File: src/shared/nv_access_pkg.sv
/*
 Package for the host non-volatile memory access control block: register offset,
 field positions, reset value, command codes and arbiter grant encoding.
 Assumes a single 125 MHz host clock domain with synchronous active-high reset.
*/
package nv_access_pkg;
  localparam logic [7:0] reset_and_nv_access_control_offset = 8'h3c;
  localparam logic [31:0] reset_and_nv_access_control_reset = 32'h0000_0000;
  localparam int nv_enable_ready_pos = 31;
  localparam int nv_op_select_high_pos = 30;
  localparam int nv_op_select_low_pos = 29;
  localparam int nv_failed_pos = 28;
  localparam int mbox_flag_reset_pos = 27;
  localparam int read_fifo_reset_pos = 25;
  localparam int local_reset_pos = 24;
  localparam int nv_port_lsb = 16;
  localparam int nv_port_msb = 23;
  localparam logic [1:0] op_load_low = 2'h0;
  localparam logic [1:0] op_load_high = 2'h1;
  localparam logic [1:0] op_begin_write = 2'h2;
  localparam logic [1:0] op_begin_read = 2'h3;
  typedef enum logic [1:0] {grant_none, grant_host, grant_local} grant_e;
endpackage

File: src/logic/nv_arbiter.sv
/*
 Two-requester arbiter for the shared external non-volatile memory port.
 Assumes requesters hold their request until granted; a grant then stays until done is seen.
*/
module nv_arbiter
  import nv_access_pkg::*;
(
  input wire logic clk_sys_i,
  input wire logic sys_rst_i,
  input wire logic host_req_i,
  input wire logic local_req_i,
  input wire logic done_i,
  output nv_access_pkg::grant_e grant_o
);
  import nv_access_pkg::*;
  grant_e grant;
  logic last_host;
  wire idle = (grant == grant_none);
  // alternate priority when both request together so neither side starves
  wire pick_host = host_req_i && (!local_req_i || !last_host);
  assign grant_o = grant;

  always_ff @(posedge clk_sys_i) begin
    if (sys_rst_i) begin
      grant <= grant_none;
      last_host <= 1'b0;
    end else if (idle) begin
      if (pick_host) begin
        grant <= grant_host;
        last_host <= 1'b1;
      end else if (local_req_i) begin
        grant <= grant_local;
        last_host <= 1'b0;
      end
    end else if (done_i) begin
      grant <= grant_none;
    end
  end
endmodule

File: src/logic/host_nv_memory_access_control.sv
/*
 Host-side reset and non-volatile memory access control register with the
 indirect byte port to the external memory and the shared-memory arbiter.
 Assumes a memory engine outside that takes one granted command (address,
 data, write/read) and returns a done pulse with read data and a fail flag.
*/
// Functional notes
// one 32-bit control register at offset 3c carries local reset, mailbox and fifo resets and nv access.
// bits 31..29 form the access-control field that commands external memory accesses.
// software loads low address, then high address, then data through the 8-bit port field.
// bit 31 is written one to start an access and reads one while busy, zero when ready.
// software waits for bit 31 to read zero before the next access.
// enable zero does nothing; with enable one the select codes load low, load high, write, read.
// host and local requests to the memory are arbitrated so they never collide.
// software on both sides coordinates use of the shared memory contents.
// bits 23..16 carry address or write data and return the fetched byte after a read.
// bit 28 flags a failed last access and clears when the next read or write starts.
// bit 31 stays set from begin-write or begin-read until the memory transaction completes.
module host_nv_memory_access_control
  import nv_access_pkg::*;
#(
  parameter int addr_width = 16
) (
  input wire logic clk_sys_i,
  input wire logic sys_rst_i,
  input wire logic [7:0] reg_addr_i,
  input wire logic reg_wr_i,
  input wire logic reg_rd_i,
  input wire logic [31:0] reg_wdata_i,
  output logic [31:0] reg_rdata_o,
  input wire logic local_req_i,
  output logic local_grant_o,
  output logic nv_start_o,
  output logic nv_write_o,
  output logic [addr_width-1:0] nv_addr_o,
  output logic [7:0] nv_wdata_o,
  input wire logic nv_done_i,
  input wire logic nv_fail_i,
  input wire logic [7:0] nv_rdata_i,
  output logic local_reset_o,
  output logic mbox_flag_reset_o,
  output logic read_fifo_reset_o
);
  import nv_access_pkg::*;

  logic busy;
  logic pending_write;
  logic failed;
  logic launched;
  logic [7:0] port_byte;
  logic [7:0] addr_low;
  logic [7:0] addr_high;
  logic local_reset;
  logic mbox_pulse;
  logic fifo_pulse;
  grant_e grant;

  // register decode
  wire sel = (reg_addr_i == reset_and_nv_access_control_offset);
  wire wr = sel && reg_wr_i;
  wire [1:0] op = {reg_wdata_i[nv_op_select_high_pos], reg_wdata_i[nv_op_select_low_pos]};
  // busy blocks further commands; software must poll first anyway
  wire cmd = wr && reg_wdata_i[nv_enable_ready_pos] && !busy;
  wire [7:0] wbyte = reg_wdata_i[nv_port_msb:nv_port_lsb];
  wire start_op = cmd && (op == op_begin_write || op == op_begin_read);
  wire host_granted = (grant == grant_host);
  wire host_done = host_granted && nv_done_i;
  wire [15:0] full_addr = {addr_high, addr_low};

  nv_arbiter u_arbiter (
    .clk_sys_i(clk_sys_i),
    .sys_rst_i(sys_rst_i),
    .host_req_i(busy && !launched),
    .local_req_i(local_req_i),
    .done_i(nv_done_i),
    .grant_o(grant)
  );

  assign local_grant_o = (grant == grant_local);
  assign nv_start_o = host_granted && busy && !launched;
  assign nv_write_o = pending_write;
  assign nv_addr_o = full_addr[addr_width-1:0];
  assign nv_wdata_o = port_byte;
  assign local_reset_o = local_reset;
  assign mbox_flag_reset_o = mbox_pulse;
  assign read_fifo_reset_o = fifo_pulse;

  // reserved bits and write-only pulse bits read as zero
  always_comb begin
    reg_rdata_o = 32'h0000_0000;
    if (sel && reg_rd_i) begin
      reg_rdata_o[nv_enable_ready_pos] = busy;
      reg_rdata_o[nv_failed_pos] = failed;
      reg_rdata_o[local_reset_pos] = local_reset;
      reg_rdata_o[nv_port_msb:nv_port_lsb] = port_byte;
    end
  end

  always_ff @(posedge clk_sys_i) begin
    if (sys_rst_i) begin
      local_reset <= 1'b0;
      mbox_pulse <= 1'b0;
      fifo_pulse <= 1'b0;
    end else begin
      mbox_pulse <= wr && reg_wdata_i[mbox_flag_reset_pos];
      fifo_pulse <= wr && reg_wdata_i[read_fifo_reset_pos];
      if (wr) begin
        local_reset <= reg_wdata_i[local_reset_pos];
      end
    end
  end

  // address and data bytes loaded in sequence through the port field
  always_ff @(posedge clk_sys_i) begin
    if (sys_rst_i) begin
      addr_low <= 8'h00;
      addr_high <= 8'h00;
      port_byte <= 8'h00;
    end else if (cmd && op == op_load_low) begin
      addr_low <= wbyte;
      port_byte <= wbyte;
    end else if (cmd && op == op_load_high) begin
      addr_high <= wbyte;
      port_byte <= wbyte;
    end else if (cmd && op == op_begin_write) begin
      port_byte <= wbyte;
    end else if (host_done && !pending_write) begin
      port_byte <= nv_rdata_i;
    end
  end

  always_ff @(posedge clk_sys_i) begin
    if (sys_rst_i) begin
      busy <= 1'b0;
      launched <= 1'b0;
      pending_write <= 1'b0;
      failed <= 1'b0;
    end else begin
      if (start_op) begin
        busy <= 1'b1;
        launched <= 1'b0;
        pending_write <= (op == op_begin_write);
        failed <= 1'b0;
      end else if (host_done) begin
        busy <= 1'b0;
        launched <= 1'b0;
        failed <= nv_fail_i;
      end else if (nv_start_o) begin
        launched <= 1'b1;
      end
    end
  end
endmodule

File: config.mk
export PLATFORM = sky130hd
export DESIGN_NAME = host_nv_memory_access_control
export DESIGN_NICKNAME = d
export VERILOG_FILES = /design/src/shared/nv_access_pkg.sv /design/src/logic/nv_arbiter.sv /design/src/logic/host_nv_memory_access_control.sv
export SDC_FILE = /design/constraint.sdc
export NUM_CORES = 1
export LEC_CHECK = 0
export BUFFER_PORTS_ARGS = -buffer_cell sky130_fd_sc_hd__buf_4
export CAP_MARGIN = 20
export CELL_PAD_IN_SITES_DETAIL_PLACEMENT = 0
export CELL_PAD_IN_SITES_GLOBAL_PLACEMENT = 1
export CORE_AREA = 5 5 76 92
export DETAILED_ROUTE_END_ITERATION = 12
export DIE_AREA = 0 0 81 97
export PLACE_DENSITY_LB_ADDON = 0.08
export SKIP_LAST_GASP = 1
export SYNTH_ARGS = -nofsm -noshare
export SYNTH_HDL_FRONTEND = slang
export SYNTH_HIERARCHICAL = 1
export SYNTH_SLANG_ARGS = --single-unit
File: constraint.sdc
create_clock -name clk_sys_i -period 2.27 [get_ports clk_sys_i]
set_clock_uncertainty 0.05 [all_clocks]
set_input_delay 0.454 -clock clk_sys_i [delete_from_list [all_inputs] [get_ports clk_sys_i]]
set_output_delay 0.454 -clock clk_sys_i [all_outputs]
set_load 0.1 [all_outputs]
==> flow_summary.ini, run 1 <==
[clocking]
cts_hold_buffers = 0
clock_path_buffers = 2
cts_made_buffers = 5
cts_resized = 0
clock-sinks = 34
clk_latency_ps = 280
postCtsSetupBuffers = 0
cts-root-buf = clkbuf_8
htreeDepth = 2
cts_tree = yes
clk_pin_slew_ps = 70

[logic_synthesis]
async_flop_share = 0
netlist.area_leader.share = 0.3632
synth-edff-count = 0
synth.distinct_cells = 34
synthCells = 199
synth_top_area_cell = dfxtp_1
synthesis.area_mm2 = 0.001874
ys_top_cells_by_count = 34 x dfxtp_1, 27 x nand2b_1, 26 x mux2i_1
yosysSeqAreaShare = 0.3632
synthFlopType = dfxtp_1
yosys_register_bits = 34
synth.area.top_cells = dfxtp_1 36%, mux2i_1 14%, buf_4 9.2%, nand2b_1 9.0%, a21oi_1 4.5%
avgSynthCellArea_um2 = 9.419
yosysMostFrequentCell = dfxtp_1
yosys_warnings = 6

[floorplanning]
die_y_um = 97
core_area_mm2 = 0.005973
std_cell_rows = 31
dieWidth_um = 81
dieArea_mm2 = 0.007857
initial_core_util = 0.3138
io-pin-count = 117

[finish]
multi_input_area_mm2 = 0.001072
regArea_um2 = 680.7
stdcell_count = 355
final_util = 0.4323
area_growth_pct = 37.78
n_fill_cell = 623
stdcell_area_mm2 = 0.002582
insertedDiodeCount = 0
layout-drive-gt1-share = 0.3919
nets = 327

[setup_path]
arrival_ps = 1630
slowest_delay_ps = 280
cp_common_cell = buf_4
startpoint = reg_addr_i[7]
crit_type = in2out
crit_fanout = 11
cp_data_required_time_ps = 1770
start_kind = primary input
critical-path-slowest-cell = buf_4
r2r_start = busy
crit_chain = buf_4 -> nor4_4 -> and3_1 -> buf_12 -> and2_2 -> buf_4
reg2reg_depth = 4
setup.worst_path.end_class = output port

[sta]
drv_slew = 0
maxClockFrequency_ghz = 0.4675
layout_setup_ws_ps = 131.1
rsz0062_at_grt = false
setup-violations-final = 0
final-hold-violation-count = 0
setup-tns-final_ps = 0
final.min_clock_period_ps = 2139
holdWs_ps = 344.9
fin_crit_sh = 0.9422

[drt]
vias_per_cell = 4.434
vias = 1574
wl_per_cell_um = 14.10
dr.pass1.iters = 4
wl_mm = 5.004
drc = 0
drtIter0Drc = 43
postRouteAntennaNets = 0

[power]
combPwrFrac = 0.211
peakVddDrop_uv = 199.7
intPower_mw = 0.9101
total_power_mw = 1.356
leakage_nw = 1.188
seq_power_share = 0.444
powerDensity_mw_per_mm2 = 525.1
power_switching_mw = 0.4459
clockPowerShare = 0.345
p_sw_frac = 0.3288

[grt]
grt_pass1_wl_mm = 8.093
antenna_found_initial = 0
grt_max_degree = 47
grt.overflow.total = 0
grt_usage = 0.1313
grt_pass1_vias = 1596

[hold_path]
min_from = nv_done_i
hold_path_class = in2reg
hold_depth = 2

[placement]
pre_cts_ws_ps = 121.3
routabilityCongestion = 0.6879
placed_area_mm2 = 0.002487
dp_hpwl_mm = 3.816
port_buffers = 77
place_inst = 347

[run_status]
status = finished, final reports clean

[flow_run]
drv_cap = 0
-- cell usage in the layout (no fill, tap or decap), drive strengths merged, types with 2 or more instances in the layout --
cell,n
nand4,4
nor3b,4
and4,4
or4b,2
a21oi,17
dfxtp,34
conb,21
mux2i,26
nor2b,4
nor4bb,2
clkbuf,6
and2,11
nand2,3
a41o,8
nand2b,27
buf,82
nor3,2
-- critical path: cells and delay by family --
kind | cells | cell delay (ps)
simple gates | 3 | 640
buf+inv | 3 | 530
-- flip-flops by register name, summed over array words and instances, names as in the netlist --
register	flops
mbox_flag_reset_o	1
failed	1
nv_wdata_o	8
busy	1
addr_high	8
read_fifo_reset_o	1
nv_write_o	1
u_arbiter/grant_o	2
local_reset_o	1
u_arbiter/last_host	1
addr_low	8
launched	1
-- kinds of logic after synthesis --
group,synth area share
buf+inv,0.1248
simple gates,0.2597
mux,0.1389
other cells,0.002001
flops,0.3631
compound gates,0.1115
-- power groups by stage --
stage / Clock [mW] / Sequential, mW / Combinational, mW
after floorplan: 0 / 0.617 / 0.242
after global placement: 0 / 0.616 / 0.285
after detailed placement: 0 / 0.616 / 0.286
after CTS: 0.490 / 0.602 / 0.286
after global routing: 0.515 / 0.602 / 0.300
final: 0.468 / 0.602 / 0.285
-- worst paths after layout --
check                               to  slack [ps]
setup / recovery       reg_rdata_o[20]         130
hold / removal    u_arbiter/grant_o[1]         340
setup reg to reg         nv_wdata_o[4]         670
hold reg to reg           addr_high[2]         420
-- final cells by class --
class / count / share of cell area
Tap cell: 82 / 0.03973
Multi-Input combinational cell: 148 / 0.4152
Inverter: 1 / 0.001453
Timing Repair Buffer: 82 / 0.2432
Clock buffer: 6 / 0.03198
Clock inverter: 2 / 0.004845
Sequential cell: 34 / 0.2636
-- metal layers --
layer	part of all wire	vias to the layer above	wire length [um]	global-route usage
met5	0	-	0	0
met4	0.0098	0	49	0.03901
met3	0.058	5	290	0.03717
met2	0.50	47	2479	0.2056
met1	0.44	717	2184	0.1728
li1	-	805	-	-
No activity file was read; power rests on OpenSTA's default activity.
==> run 2: changes to the inputs <==
--- a/config.mk
+++ b/config.mk
@@ -5,7 +5,7 @@
 export SDC_FILE = /design/constraint.sdc
 export NUM_CORES = 1
 export LEC_CHECK = 0
-export BUFFER_PORTS_ARGS = -buffer_cell sky130_fd_sc_hd__buf_4
+export BUFFER_PORTS_ARGS = -buffer_cell sky130_fd_sc_hd__buf_2
 export CAP_MARGIN = 20
 export CELL_PAD_IN_SITES_DETAIL_PLACEMENT = 0
 export CELL_PAD_IN_SITES_GLOBAL_PLACEMENT = 1
@@ -13,6 +13,7 @@
 export DETAILED_ROUTE_END_ITERATION = 12
 export DIE_AREA = 0 0 81 97
 export PLACE_DENSITY_LB_ADDON = 0.08
+export SETUP_SLACK_MARGIN = 0.4
 export SKIP_LAST_GASP = 1
 export SYNTH_ARGS = -nofsm -noshare
 export SYNTH_HDL_FRONTEND = slang
==> constraint.sdc (replaced) <==
create_clock -name clk_sys_i -period 2.27 [get_ports clk_sys_i]
set_clock_uncertainty 0.05 [all_clocks]
set_input_delay 0.681 -clock clk_sys_i [delete_from_list [all_inputs] [get_ports clk_sys_i]]
set_output_delay 0.681 -clock clk_sys_i [all_outputs]
set_load 0.1 [all_outputs]
==> flow_summary.ini, run 2 (synthesized netlist as in run 1, its figures left out) <==
[clocking]
clk_latency_ps = 280
clock_path_buffers = 2
htreeDepth = 2
cts_tree = yes
cts-root-buf = clkbuf_8
cts_made_buffers = 5
clk_pin_slew_ps = 70
clock-sinks = 34

[placement]
port_buffers = 77
place_inst = 348
routabilityCongestion = 0.6697
pre_cts_ws_ps = -267.4
dp_hpwl_mm = 3.844

[power]
total_power_mw = 1.342
peakVddDrop_uv = 293.3
powerDensity_mw_per_mm2 = 507.2
leakage_nw = 1.226

[grt]
grt_pass1_vias = 1591
antenna_found_initial = 0
grt.overflow.total = 0
grt_max_degree = 47
grt_pass1_wl_mm = 7.859
grt_usage = 0.1273

[drt]
drtIter0Drc = 56
postRouteAntennaNets = 0
vias = 1630
drc = 0
dr.pass1.iters = 5
vias_per_cell = 4.540
wl_mm = 5.017
wl_per_cell_um = 13.97

[finish]
insertedDiodeCount = 0
regArea_um2 = 688.2
layout-drive-gt1-share = 0.4116
multi_input_area_mm2 = 0.001099
layout_commonest_cell = buf_2
nets = 331
layout_common_cells = 61 x buf_2, 32 x dfxtp_1, 27 x nand2b_1
stdcell_count = 359
n_fill_cell = 643
area_growth_pct = 41.19

[floorplanning]
die_y_um = 97
core_area_mm2 = 0.005973
dieWidth_um = 81
dieArea_mm2 = 0.007857
io-pin-count = 117
initial_core_util = 0.3138
std_cell_rows = 31

[sta]
rsz0062_at_grt = true
setup-violations-final = 11
tightestPinTransition_ps = 691.4
final-hold-violation-count = 0
final.min_clock_period_ps = 2470
holdWs_ps = 420.4
fin_crit_sh = 1.088
layout_setup_ws_ps = -200.1
slew_headroom = 0.5390
maxClockFrequency_ghz = 0.4048
drv_slew = 0

[run_status]
violations = negative setup slack
status = finished with violations

[setup_path]
setup.worst_path.end_class = output port
arrival_ps = 1740
reg2reg_depth = 4
r2r_start = busy
cp_data_required_time_ps = 1540
reg2reg_to = addr_high[3]
rrSetupSlack_ps = 790
crit_type = in2out
crit_fanout = 10
start_kind = primary input

[hold_path]
hold_path_class = reg2reg
min_from = addr_low[2]
hold_depth = 2
hold_end = addr_low[2]

[flow_run]
drv_cap = 0
==> run 2: changes by cell type in the layout (fill, tap and decap cells not counted), sizes merged <==
cell,delta
clkinvlp,-1
clkbuf,+2
buf,+3
==> run 2: through the flow <==
step                utilization  area [um2]  setup TNS (ps)
finish                   0.4430        2646           -2043
floorplan                     -        2008           -2794
CTS                      0.4397        2626           -2269
global route             0.4430        2646           -2632
global placement         0.4162        2486           -2920
detailed placement       0.4162        2486           -2803
==> run 2: critical path, cell delays in order <==
cell	delay [ps]
buf_6	100
nor4_4	270
and3_4	240
buf_12	130
and2_4	150
buf_12	160
==> run 2: layer usage <==
metal / vias up / wire length [um] / track usage
li1: 814 / - / -
met1: 764 / 2094 / 0.1597
met2: 50 / 2581 / 0.2075
met3: 2 / 318 / 0.03625
met4: 0 / 23 / 0.03901
met5: - / 0 / 0
==> run 2: report_power, final <==
part / switching (mW) / internal, mW / leakage, nW
clock network: 0.219 / 0.245 / 0.0482
registers: 0.00207 / 0.596 / 0.276
logic: 0.222 / 0.0588 / 0.902
total: 0.443 / 0.899 / 1.23
==> run 2: timing repair <==
item / CTS / global route
buffers inserted: 2 / 1
hold buffers: 0 / 0
resized for setup: 9 / 6
pin swaps: 4 / 2
endpoints found under the setup margin: 13 / 27
==> run 2: final cells by class <==
cell class,count,area share
Timing Repair Buffer,86,0.2501
Sequential cell,34,0.2600
Clock inverter,1,0.001891
Clock buffer,7,0.03262
Multi-Input combinational cell,148,0.4151
Tap cell,82,0.03877
Inverter,1,0.001418
==> run 2: how the worst max path moves through the flow <==
stage                   from         endpoint  slack (ps)  depth (start not counted)
2_1_floorplan  reg_addr_i[0]  reg_rdata_o[16]        -250                          4
3_3_place_gp   reg_addr_i[0]  reg_rdata_o[19]        -280                          6
3_5_place_dp   reg_addr_i[0]  reg_rdata_o[17]        -270                          6
4_1_cts        reg_addr_i[7]  reg_rdata_o[17]        -220                          6
5_1_grt        reg_addr_i[7]  reg_rdata_o[22]        -260                          6
6_report       reg_addr_i[7]  reg_rdata_o[17]        -200                          6
==> run 3: changes to the inputs <==
--- a/config.mk
+++ b/config.mk
@@ -9,9 +9,9 @@
 export CAP_MARGIN = 20
 export CELL_PAD_IN_SITES_DETAIL_PLACEMENT = 0
 export CELL_PAD_IN_SITES_GLOBAL_PLACEMENT = 1
-export CORE_AREA = 5 5 76 92
+export CORE_AREA = 2 2 73 89
 export DETAILED_ROUTE_END_ITERATION = 12
-export DIE_AREA = 0 0 81 97
+export DIE_AREA = 0 0 75 91
 export PLACE_DENSITY_LB_ADDON = 0.08
 export SETUP_SLACK_MARGIN = 0.4
 export SKIP_LAST_GASP = 1
==> flow_summary.ini, run 3 (synthesized netlist as in run 1, its figures left out) <==
[run_status]
status = finished with violations
violations = negative setup slack

[sta]
setup-tns-final_ps = -2453
fin_crit_sh = 1.100
slew_headroom = 0.5269
setup-violations-final = 11
tightestPinTransition_ps = 709.7
final-hold-violation-count = 0
drv_slew = 0
final.min_clock_period_ps = 2498
rsz0062_at_grt = true
maxClockFrequency_ghz = 0.4004
layout_setup_ws_ps = -227.7
holdWs_ps = 418.5

[finish]
nets = 337
layout-drive-gt1-share = 0.4276
area_growth_pct = 44.39
insertedDiodeCount = 0
layout_common_cells = 60 x buf_2, 32 x dfxtp_1, 27 x nand2b_1
n_fill_cell = 606
final_util = 0.4560
stdcell_area_mm2 = 0.002706
layout_commonest_cell = buf_2
stdcell_count = 365
multi_input_area_mm2 = 0.001110
regArea_um2 = 688.2

[drt]
vias_per_cell = 4.477
drc = 0
drtIter0Drc = 62
wl_per_cell_um = 13.05
wl_mm = 4.763
postRouteAntennaNets = 0
vias = 1634
dr.pass1.iters = 4

[flow_run]
drv_cap = 0

[placement]
dp_hpwl_mm = 3.509
pre_cts_ws_ps = -293.5
routabilityCongestion = 0.6744
place_inst = 347
placed_area_mm2 = 0.002479
port_buffers = 77

[setup_path]
setup.worst_path.end_class = output port
r2r_start = u_arbiter/grant_o[1]
crit_type = in2out
crit_fanout = 11
start_kind = primary input
reg2reg_depth = 6
rrSetupSlack_ps = 750
cp_data_required_time_ps = 1540
reg2reg_to = nv_wdata_o[4]
arrival_ps = 1770

[clocking]
htreeDepth = 2
clock_path_buffers = 2
cts_hold_buffers = 0
cts_made_buffers = 5
cts_tree = yes
cts-root-buf = clkbuf_8
clk_pin_slew_ps = 60
clock-sinks = 34
clk_latency_ps = 280

[floorplanning]
std_cell_rows = 31
dieArea_mm2 = 0.006825
io-pin-count = 117
core_area_mm2 = 0.005934
die_y_um = 91
dieWidth_um = 75
initial_core_util = 0.3158

[hold_path]
min_from = addr_high[2]
hold_path_class = reg2reg
hold_depth = 2
hold_end = addr_high[2]

[power]
peakVddDrop_uv = 285.9
powerDensity_mw_per_mm2 = 495.1
leakage_nw = 1.260
total_power_mw = 1.340

[grt]
grt_max_degree = 47
grt.overflow.total = 0
grt_pass1_vias = 1582
grt_usage = 0.1430
antenna_found_initial = 0
grt_pass1_wl_mm = 7.665
## run 3: final cells by class
class / instances / share of cell area
Clock buffer: 7 / 0.03190
Sequential cell: 34 / 0.2543
Inverter: 1 / 0.001387
Multi-Input combinational cell: 148 / 0.4101
Tap cell: 82 / 0.03791
Clock inverter: 1 / 0.001849
Timing Repair Buffer: 92 / 0.2626
## run 3: worst max path at each step
| stage | start | endpoint | slack, ps | cells after the start |
|---|---|---|---|---|
| detailed placement | reg_addr_i[0] | reg_rdata_o[24] | -290 | 6 |
| floorplan | reg_addr_i[0] | reg_rdata_o[16] | -250 | 4 |
| CTS | reg_addr_i[7] | reg_rdata_o[19] | -260 | 6 |
| global placement | reg_addr_i[0] | reg_rdata_o[24] | -300 | 6 |
| finish | reg_addr_i[0] | reg_rdata_o[19] | -230 | 6 |
| global route | reg_addr_i[0] | reg_rdata_o[23] | -310 | 6 |
## run 3: timing repair
| item | CTS | global route |
|---|---|---|
| resized for setup | 8 | 13 |
| pin swaps | 3 | 3 |
| endpoints found under the hold margin | 0 | 0 |
| endpoints found under the setup margin | 13 | 38 |
| buffers inserted | 4 | 6 |
## run 3: report_power, final
group	internal, mW	switching, mW	leakage (nW)
combinational	0.0627	0.223	0.936
clock	0.245	0.210	0.0482
sequential	0.597	0.00303	0.275
total	0.904	0.436	1.26
## run 3: per-layer routing
metal / GRT usage / wire (um)
met2: 0.2339 / 2400
met1: 0.1833 / 2076
met5: 0 / 0
met4: 0.03571 / 23
met3: 0.03774 / 262
## run 3: worst max-delay path, cell delays in order
cell,delay [ps]
buf_2,110
nor4_4,290
and3_4,230
buf_12,130
and2_4,150
buf_12,160
